`src/design/stq_defs.vh`:
```
`ifndef STQ_DEFS_VH
`define STQ_DEFS_VH
// register byte offsets
`define STQ_CTRL       12'h000
`define STQ_STATUS     12'h004
`define STQ_HOLD_EDGE  12'h008
`define STQ_HOLD_PULSE 12'h00C
`define STQ_HOLD_EXT   12'h010
`define STQ_EDGE_CFG   12'h014
`define STQ_PULSE_CFG  12'h018
`define STQ_PULSE_W    12'h01C
`define STQ_AUX_LEVEL  12'h020
`define STQ_LEVEL0     12'h040
`define STQ_LOWER0     12'h060
// ctrl fields
`define STQ_F_MODE_LO  0
`define STQ_F_MODE_HI  1
`define STQ_F_RUN_LO   2
`define STQ_F_RUN_HI   3
`define STQ_F_FINE     4
`define STQ_F_REARM    8
`define STQ_F_FORCE_NEXT 9
// modes
`define STQ_MODE_EDGE  2'd0
`define STQ_MODE_PULSE 2'd1
`define STQ_MODE_EXT   2'd2
`define STQ_RUN_AUTO   2'd0
`define STQ_RUN_TRIG   2'd1
`define STQ_RUN_SINGLE 2'd2
// edge sources
`define STQ_SRC_AUX    3'd4
`define STQ_SRC_MAINS  3'd5
// timing
`define STQ_CLK_MHZ    100
`define STQ_HOLD_MIN_NS 100
`define STQ_HOLD_MIN_CYC ((`STQ_HOLD_MIN_NS * `STQ_CLK_MHZ + 999) / 1000)
`define STQ_HOLD_MAX_S 10
`define STQ_HOLD_MAX_CYC (`STQ_HOLD_MAX_S * `STQ_CLK_MHZ * 1000000)
`define STQ_PW_MIN_CYC 1
`define STQ_AUTO_CYC   32'h0098_9680
`endif

```
`src/design/stq_sync.v`:
```
`timescale 1ns/1ps
`default_nettype none
module stq_sync
(
  input  wire       pclk,
  input  wire       presetn,
  input  wire [5:0] din,
  output reg  [5:0] dout
);
  reg [5:0] meta;
  // first stage feeds only the second stage
  always @(posedge pclk or negedge presetn)
  begin
    if (!presetn)
    begin
      meta <= 6'h00;
      dout <= 6'h00;
    end
    else
    begin
      meta <= din;
      dout <= meta;
    end
  end
endmodule
`default_nettype wire

```
`src/design/stq_trigger.v`:
```
// How it works
// rearm delay blocks triggers after acceptance
// one rearm delay per mode, readback follows mode
// upper threshold per channel, readable
// separate lower threshold per channel, readable
// noise reject: normal or fine sensitivity
// single crossing level per channel, shared
// upper threshold write overwrites crossing level
// auxiliary input has its own level
// auto mode forces trigger after timeout
// host avoids auto below 50 Hz
// triggered/single modes: no trigger, no acquisition
// edge mode fires on selected edge crossing
// edge source: channels, auxiliary, mains
// rising or falling per source except mains
// direction access targets latest selected source
// narrow pulse qualified below maximum width
// positive pulse fires on falling edge
// negative pulse fires on rising edge
// pulse mode has own channel selector
// host selects edge mode before edge setup
// host selects pulse mode before pulse setup
// only selected mode's qualifier may trigger
// single mode disarms until explicit rearm
// comparators synchronised, widths in clock periods
`timescale 1ns/1ps
`default_nettype none
`include "stq_defs.vh"
module stq_trigger
(
  input  wire        pclk,
  input  wire        presetn,
  input  wire        psel,
  input  wire        penable,
  input  wire        pwrite,
  input  wire [11:0] paddr,
  input  wire [31:0] pwdata,
  output reg  [31:0] prdata,
  output reg         pready,
  output reg         pslverr,
  input  wire [3:0]  cmp_chan,
  input  wire        cmp_aux,
  input  wire        mains_ref,
  input  wire        ext_trig,
  output reg         trig_out,
  output reg         acq_start,
  output reg         forced,
  output reg         armed,
  output reg         fine_sensitivity
);
  reg  [1:0]  mode;
  reg  [1:0]  run;
  reg  [31:0] hold [0:2];
  reg  [2:0]  edge_src;
  reg  [5:0]  edge_fall;
  reg  [1:0]  pulse_src;
  reg         pulse_neg;
  reg  [31:0] pulse_w;
  reg  [15:0] aux_level;
  reg  [15:0] upper_threshold [0:3];
  reg  [15:0] lower_threshold [0:3];
  reg  [31:0] hold_cnt;
  reg  [31:0] auto_cnt;
  reg  [31:0] width_cnt;
  reg  [5:0]  prev;
  reg  [31:0] next_prdata;
  reg         next_err;
  reg         hit;
  reg  [1:0]  primed;
  wire [5:0]  sync_in;
  wire        wr;
  wire        rd;
  wire        sel_lvl;
  wire        sel_low;
  wire [1:0]  idx;
  wire        cur;
  wire        was;
  wire        pin;
  wire        pprev;
  wire        p_act;
  wire        p_end;
  wire        holding;
  wire        accept;
  wire        disarm;
  integer     i;

  function [31:0] clamp_hold;
    input [31:0] v;
    begin
      if (v < `STQ_HOLD_MIN_CYC)
        clamp_hold = `STQ_HOLD_MIN_CYC;
      else if (v > `STQ_HOLD_MAX_CYC)
        clamp_hold = `STQ_HOLD_MAX_CYC;
      else
        clamp_hold = v;
    end
  endfunction

  // one step of a line between two samples; fall_v picks the direction
  function crossed;
    input cur_v;
    input old_v;
    input fall_v;
    begin
      if (fall_v)
        crossed = old_v && !cur_v;
      else
        crossed = cur_v && !old_v;
    end
  endfunction

  // 32-byte block decode for per-channel words
  // bit 4 is not decoded, so the upper half of each block aliases
  function in_block;
    input [11:0] addr;
    input [11:0] base;
    begin
      in_block = (addr[11:5] == base[11:5]);
    end
  endfunction

  // comparator and mains inputs go through two flops
  stq_sync u_sync
  (
    .pclk    (pclk),
    .presetn (presetn),
    .din     ({mains_ref, cmp_aux, cmp_chan}),
    .dout    (sync_in)
  );

  // writes land on the edge that completes the transfer
  assign wr      = psel && penable && pwrite && pready;
  assign rd      = psel && penable && !pwrite && !pready;
  assign sel_lvl = in_block(paddr, `STQ_LEVEL0);
  assign sel_low = in_block(paddr, `STQ_LOWER0);
  assign idx     = paddr[3:2];
  assign holding = (hold_cnt != 32'h0000_0000);
  assign accept  = armed && !holding && hit && (primed == 2'd3);
  // a single-mode trigger in this cycle outranks a rearm write
  assign disarm  = accept && (run == `STQ_RUN_SINGLE);

  // edge source: channels, auxiliary, or mains (mains always rising)
  assign cur = sync_in[edge_src];
  assign was = prev[edge_src];

  // pulse: positive pulse ends falling, negative ends rising
  assign pin   = sync_in[pulse_src] ^ pulse_neg;
  assign pprev = prev[pulse_src] ^ pulse_neg;
  assign p_act = pin;
  assign p_end = crossed(pin, pprev, 1'b1);

  always @*
  begin
    hit = 1'b0;
    case (mode)
      `STQ_MODE_EDGE:
      begin
        if (edge_src == `STQ_SRC_MAINS)
          hit = crossed(cur, was, 1'b0);
        else
          hit = crossed(cur, was, edge_fall[edge_src]);
      end
      `STQ_MODE_PULSE:
        hit = p_end && (width_cnt < pulse_w);
      `STQ_MODE_EXT:
        hit = ext_trig;
      default:
        hit = 1'b0;
    endcase
  end

  // unmapped words read as zero and are refused
  always @*
  begin
    next_prdata = 32'h0000_0000;
    next_err = 1'b0;
    if (sel_lvl)
      next_prdata = {16'h0000, upper_threshold[idx]};
    else if (sel_low)
      next_prdata = {16'h0000, lower_threshold[idx]};
    else
      case (paddr)
        `STQ_CTRL:
          next_prdata = {27'h0, fine_sensitivity, run, mode};
        `STQ_STATUS:
          next_prdata = {29'h0, forced, holding, armed};
        `STQ_HOLD_EDGE:
          next_prdata = hold[mode];
        `STQ_HOLD_PULSE:
          next_prdata = hold[`STQ_MODE_PULSE];
        `STQ_HOLD_EXT:
          next_prdata = hold[`STQ_MODE_EXT];
        `STQ_EDGE_CFG:
          next_prdata = {23'h0, edge_fall[edge_src], 5'h0, edge_src};
        `STQ_PULSE_CFG:
          next_prdata = {27'h0, pulse_neg, 2'b00, pulse_src};
        `STQ_PULSE_W:
          next_prdata = pulse_w;
        `STQ_AUX_LEVEL:
          next_prdata = {16'h0000, aux_level};
        default:
          next_err = 1'b1;
      endcase
  end

  always @(posedge pclk or negedge presetn)
  begin
    if (!presetn)
    begin
      prdata <= 32'h0000_0000;
      pready <= 1'b0;
      pslverr <= 1'b0;
      mode <= `STQ_MODE_EDGE;
      run <= `STQ_RUN_AUTO;
      fine_sensitivity <= 1'b0;
      for (i = 0; i < 3; i = i + 1)
        hold[i] <= `STQ_HOLD_MIN_CYC;
      edge_src <= 3'd0;
      edge_fall <= 6'h00;
      pulse_src <= 2'd0;
      pulse_neg <= 1'b0;
      pulse_w <= 32'h0000_0064;
      aux_level <= 16'h0000;
      for (i = 0; i < 4; i = i + 1)
      begin
        upper_threshold[i] <= 16'h0000;
        lower_threshold[i] <= 16'h0000;
      end
      hold_cnt <= 32'h0000_0000;
      auto_cnt <= 32'h0000_0000;
      width_cnt <= 32'h0000_0000;
      prev <= 6'h00;
      primed <= 2'd0;
      trig_out <= 1'b0;
      acq_start <= 1'b0;
      forced <= 1'b0;
      armed <= 1'b1;
    end
    else
    begin
      // one wait state: answer in the cycle after the access phase starts
      pready <= psel && penable && !pready;
      // refusal is decided in the access phase and shown with pready
      pslverr <= psel && penable && !pready && next_err;
      if (rd)
        prdata <= next_prdata;
      prev <= sync_in;
      trig_out <= 1'b0;
      acq_start <= 1'b0;
      // edges are trusted once both sync stages and prev hold the pin
      if (primed != 2'd3)
        primed <= primed + 2'd1;

      // saturating pulse width counter in clock periods
      if (!p_act)
        width_cnt <= 32'h0000_0000;
      else if (width_cnt != 32'hFFFF_FFFF)
        width_cnt <= width_cnt + 32'h0000_0001;

      if (holding)
        hold_cnt <= hold_cnt - 32'h0000_0001;

      if (armed && !holding)
      begin
        if (accept)
        begin
          trig_out <= 1'b1;
          acq_start <= 1'b1;
          forced <= 1'b0;
          auto_cnt <= 32'h0000_0000;
          hold_cnt <= hold[mode];
          if (disarm)
            armed <= 1'b0;
        end
        else if (run == `STQ_RUN_AUTO)
        begin
          // forcing may beat a slow real trigger; software must know
          if (auto_cnt >= `STQ_AUTO_CYC)
          begin
            acq_start <= 1'b1;
            forced <= 1'b1;
            auto_cnt <= 32'h0000_0000;
            // forced sweeps hold off too, so forcing cannot flood capture
            hold_cnt <= hold[mode];
          end
          else
            auto_cnt <= auto_cnt + 32'h0000_0001;
        end
        else
          auto_cnt <= 32'h0000_0000;
      end

      if (wr)
      begin
        if (sel_lvl)
          upper_threshold[idx] <= pwdata[15:0];
        else if (sel_low)
          lower_threshold[idx] <= pwdata[15:0];
        else
          case (paddr)
            `STQ_CTRL:
            begin
              if (pwdata[`STQ_F_MODE_HI:`STQ_F_MODE_LO] != 2'd3)
                mode <= pwdata[`STQ_F_MODE_HI:`STQ_F_MODE_LO];
              if (pwdata[`STQ_F_RUN_HI:`STQ_F_RUN_LO] != 2'd3)
                run <= pwdata[`STQ_F_RUN_HI:`STQ_F_RUN_LO];
              fine_sensitivity <= pwdata[`STQ_F_FINE];
              if (pwdata[`STQ_F_REARM] && !disarm)
                armed <= 1'b1;
            end
            `STQ_HOLD_EDGE:
              hold[mode] <= clamp_hold(pwdata);
            `STQ_HOLD_PULSE:
              hold[`STQ_MODE_PULSE] <= clamp_hold(pwdata);
            `STQ_HOLD_EXT:
              hold[`STQ_MODE_EXT] <= clamp_hold(pwdata);
            `STQ_EDGE_CFG:
            begin
              if (pwdata[2:0] <= `STQ_SRC_MAINS)
                edge_src <= pwdata[2:0];
              // mains keeps no direction
              if (edge_src != `STQ_SRC_MAINS)
                edge_fall[edge_src] <= pwdata[8];
            end
            `STQ_PULSE_CFG:
            begin
              pulse_src <= pwdata[1:0];
              pulse_neg <= pwdata[4];
              // a count from the old line or polarity would mis-measure
              width_cnt <= 32'h0000_0000;
            end
            `STQ_PULSE_W:
              pulse_w <= (pwdata < `STQ_PW_MIN_CYC) ?
                `STQ_PW_MIN_CYC : pwdata;
            `STQ_AUX_LEVEL:
              aux_level <= pwdata[15:0];
            default:
              aux_level <= aux_level;
          endcase
      end
    end
  end
endmodule
`default_nettype wire

```
`config.mk`:
```
export PLATFORM = sky130hd
export DESIGN_NAME = stq_trigger
export DESIGN_NICKNAME = d
export VERILOG_FILES = /design/src/design/stq_sync.v /design/src/design/stq_trigger.v
export VERILOG_INCLUDE_DIRS = /design/src /design/src/design
export SDC_FILE = /design/constraint.sdc
export NUM_CORES = 1
export LEC_CHECK = 0
export CORE_MARGIN = 2
export CORE_UTILIZATION = 57
export CTS_CLUSTER_DIAMETER = 50
export CTS_CLUSTER_SIZE = 10
export DETAILED_ROUTE_END_ITERATION = 8
export DONT_BUFFER_PORTS = 1
export PLACE_DENSITY = 0.75
export SYNTH_ARGS = -nofsm -noshare
export SYNTH_HDL_FRONTEND = slang
export SYNTH_SLANG_ARGS = --single-unit
```
`constraint.sdc`:
```
create_clock -name pclk -period 2.7 [get_ports pclk]
set_input_delay 0.81 -clock pclk [delete_from_list [all_inputs] [get_ports pclk]]
set_output_delay 0.81 -clock pclk [all_outputs]
set_load 0.02 [all_outputs]
```
==> summary.txt <==
Status
  – Status: finished with violations
  – Failing checks: negative hold slack, max-slew violations, negative setup slack

Route
  – Drt first pass iters: 7
  – Avg Vias per Cell: 6.261
  – ANT nets after route: 0
  – Residual DRC: 0
  – Vias: 16,279
  – Wirelength, routed: 57,640 um
  – DR iter-0 viols: 1,304
  – DR WL/cell: 22.17 um

Worst setup path
  – Most frequent CP cell: buf_4
  – Worst EP arrival: 3.34 ns
  – Slowest cell on crit path: dfstp_2
  – Crit path cell chain: inv_2, ha_4, a2111oi_4, buf_4, o32a_1, nand4b_1, a311o_1, buf_4, nand2_4, o21ai_4, buf_12, bufbuf_16, o21ai_2
  – Reg2reg start: pulse_w[2]
  – Kind of critical path: reg2reg
  – Crit-path max cell delay: 0.53 ns
  – Startpoint types: register
  – Critical Path RT: 3.24 ns
  – Crit. End Element: register
  – Origin of the worst setup path: pulse_w[2]
  – Crit Path Max Fanout: 7

Synthesis
  – Synth cell types: 71
  – Syn avg cell area: 10.72 um^2
  – Yosys warning count: 0
  – Asr flop ratio synth: 100.0%
  – Syn Inst Count: 1,999
  – Seq/Total Area, Yosys: 51.81%
  – Synth top cells by count: 433 x dfrtp_1, 239 x nand2_1, 211 x o21ai_0
  – Post-Syn Area: 21,420 um^2
  – Most common cell in the netlist: dfrtp_1
  – Share of the synthesized area in the top cell type: 50.59%
  – FF+latch count, synth: 443
  – Yosys top cell by area: dfrtp_1
  – Syn nets: 2,091
  – Synth area leaders: dfrtp_1 51%, mux2_2 8.3%, o21ai_0 4.9%, nand2_1 4.2%, mux4_2 3.6%
  – Post-synth EDFFs: 0
  – Dominant synthesized flop cell: dfrtp_1

Finish
  – FF/Latch Area: 11,100 um^2
  – Area delta synth->final: 16.44%
  – Total Nets Final: 2,182
  – Area occupied by multi-input gates: 9986 um^2
  – Post-layout instance area: 24,940 um^2
  – Fraction of layout cells with a size suffix above 1: 23.42%
  – Fillers: 2,743
  – Finished Layout Cells: 2,600
  – Antenna diodes: 0

Power
  – Pwr dens: 540.7 nW/um^2
  – Max VDD drop: 0.6348 mV
  – Power consumption: 0.01349 W
  – Leak: 10.97 nW

Die
  – Die width: 197.9 um
  – Die height: 197.9 um
  – Area of the die: 39,140 um^2
  – Initial Utilization: 57.41%
  – Row count: 71
  – I/O pin count: 95
  – Core area: 37,310 um^2

STA
  – Slew @ Worst Pin: 1.750 ns
  – RSZ-0062 raised after global routing: yes
  – Final setup violation count: 34
  – Worst hold margin: -0.07428 ns
  – Max_slew headroom: -16.66%
  – Final Cycle Share: 103.7%
  – Max Clk Rate: 357.1 MHz
  – Final slew viol count: 158
  – Period minus WS final: 2.800 ns
  – Clk_skew: 0.03772 ns
  – Final number of hold-violating endpoints: 40
  – Worst Slack Setup Final: -0.09998 ns

Global routing
  – Total gr overflow: 0
  – Initial antenna violation count: 2
  – Overall Global Routing Usage: 30.57%
  – Largest net degree at the start of global routing: 444
  – Number of global-route vias before repair: 16,854
  – First-pass GRT wire length: 92,580 um

Placement
  – Gpl congestion: 0.9048
  – # placed instances: 2,501
  – Hpwl dp: 38,370 um
  – Dpl cell area: 23,070 um^2
  – Port bufs: 0

Job
  – MaxCap Viol Count: 0

Clock network
  – CTS H-tree lvls: 2
  – Total CTS buffers: 52
  – Clock Tree Buf Depth: 3
  – TritonCTS clock tree: built
  – Root Driver: clkbuf_16
  – Reg clk slew, reported paths: 0.05 ns
  – Clock Latency Late Sink: 0.62 ns
  – Clk sinks: 443

Worst hold path
  – HP Class: in2async
[flip-flops by register name, indices dropped and copies added (netlist names), 3 cells and up]
register         flops
upper_threshold     64
aux_level           16
prev                 6
hold_cnt            32
width_cnt           32
pulse_w             32
auto_cnt            32
u_sync.meta          6
edge_fall            6
u_sync.dout          6
edge_src             3
hold                96
lower_threshold     64
prdata              32
[final timing paths]
check / endpoint / slack [ns] / depth (start not counted)
worst max-delay path: hold_cnt[6] / -0.1 / 13
worst min-delay path: auto_cnt[13] / -0.07 / 0
worst max register to register: hold_cnt[6] / -0.1 / 13
worst min register to register: u_sync.dout[3] / 0.35 / 0
max in group asynchronous: pulse_w[29] / 1.38 / 0
min in group pclk: u_sync.meta[3] / 0.24 / 0
[metal layers]
layer | vias up | global-route usage (%) | wire length (um) | part of all wire [%]
li1 | 7373 | - | - | -
met1 | 8135 | 40.71 | 23620 | 41
met2 | 624 | 49.52 | 27700 | 48
met3 | 143 | 4.820 | 3811 | 6.6
met4 | 4 | 14.45 | 2478 | 4.3
met5 | - | 0 | 27 | 0.047
[worst max-delay path: cells and delay by family, from the launching register on]
kind            cells  cell delay, ns
simple gates        2            0.21
flops               1            0.53
compound gates      5            1.02
buf+inv             5            0.81
fa+ha+maj           1            0.16
[cells by family (layout without fill, tap and decap cells)]
logic type / after synthesis / count (layout) / synth area share, %
buffers and inverters: 165 / 292 / 3.102
AND/OR/NAND/NOR: 630 / 630 / 14.16
adder cells (fa/ha/maj): 36 / 36 / 2.103
flip-flops: 443 / 443 / 51.81
multiplexers: 234 / 234 / 13.84
XOR/XNOR: 59 / 59 / 2.412
AO/OA/AOI/OAI: 432 / 432 / 12.57
[where the power goes]
group	switching [W]	leakage, nW	internal, W
combinational	0.000133	4.30	0.000105
clock	0.00271	0.755	0.00384
sequential	0.0000294	5.91	0.00667
total	0.00287	11.0	0.0106
[repair_timing]
item,in CTS,in global routing
endpoints found under the hold margin,433,406
setup endpoints to repair,56,58
pin swaps,6,10
buffers inserted,7,2
cloned,2,0
gates resized for setup,54,17
[cells in the final DEF, fill, tap and decap left out, types with 7 or more instances in the layout]
master,count
a211o_1,16
a21o_1,8
a21oi_1,69
a221oi_1,23
a222oi_1,14
a22o_1,39
and2_1,20
and4_1,9
buf_12,26
buf_4,126
clkbuf_1,27
clkbuf_16,52
dfrtp_1,432
dfstp_2,10
ha_1,32
inv_1,44
mux2_2,153
mux2i_1,43
mux4_2,34
nand2_1,232
nand2b_1,24
nand3_1,36
nand4_1,25
nor2_1,137
nor2_2,7
nor3_1,32
nor3b_1,12
nor4_1,18
o21ai_0,96
o21ai_1,93
o21ai_2,22
or3_1,21
xnor2_1,29
xor2_1,30
[stage by stage]
stage                     TNS, ns  util [%]  worst slack [ns]  hold WS (ns)
after detailed placement   -83.36     61.83           -0.3626        0.3347
after floorplan            -52.42         -           -0.4540        0.3312
after global placement     -70.26     61.83           -0.3199        0.3333
after CTS                  -3.797     66.79           -0.1597      -0.09431
after global routing       -7.151     66.84           -0.2264      -0.09596
final                      -1.370     66.84          -0.09998      -0.07428
[final cells by class]
cell class	instances	share of cell area, %
clock buffers	82	5.789
clock inverters	8	0.5117
inverters	48	0.7224
multi-input cells	1391	40.04
flip-flops and latches	443	44.50
well taps	474	2.378
repair buffers	154	6.055
No activity file was read; power rests on OpenSTA's default activity.
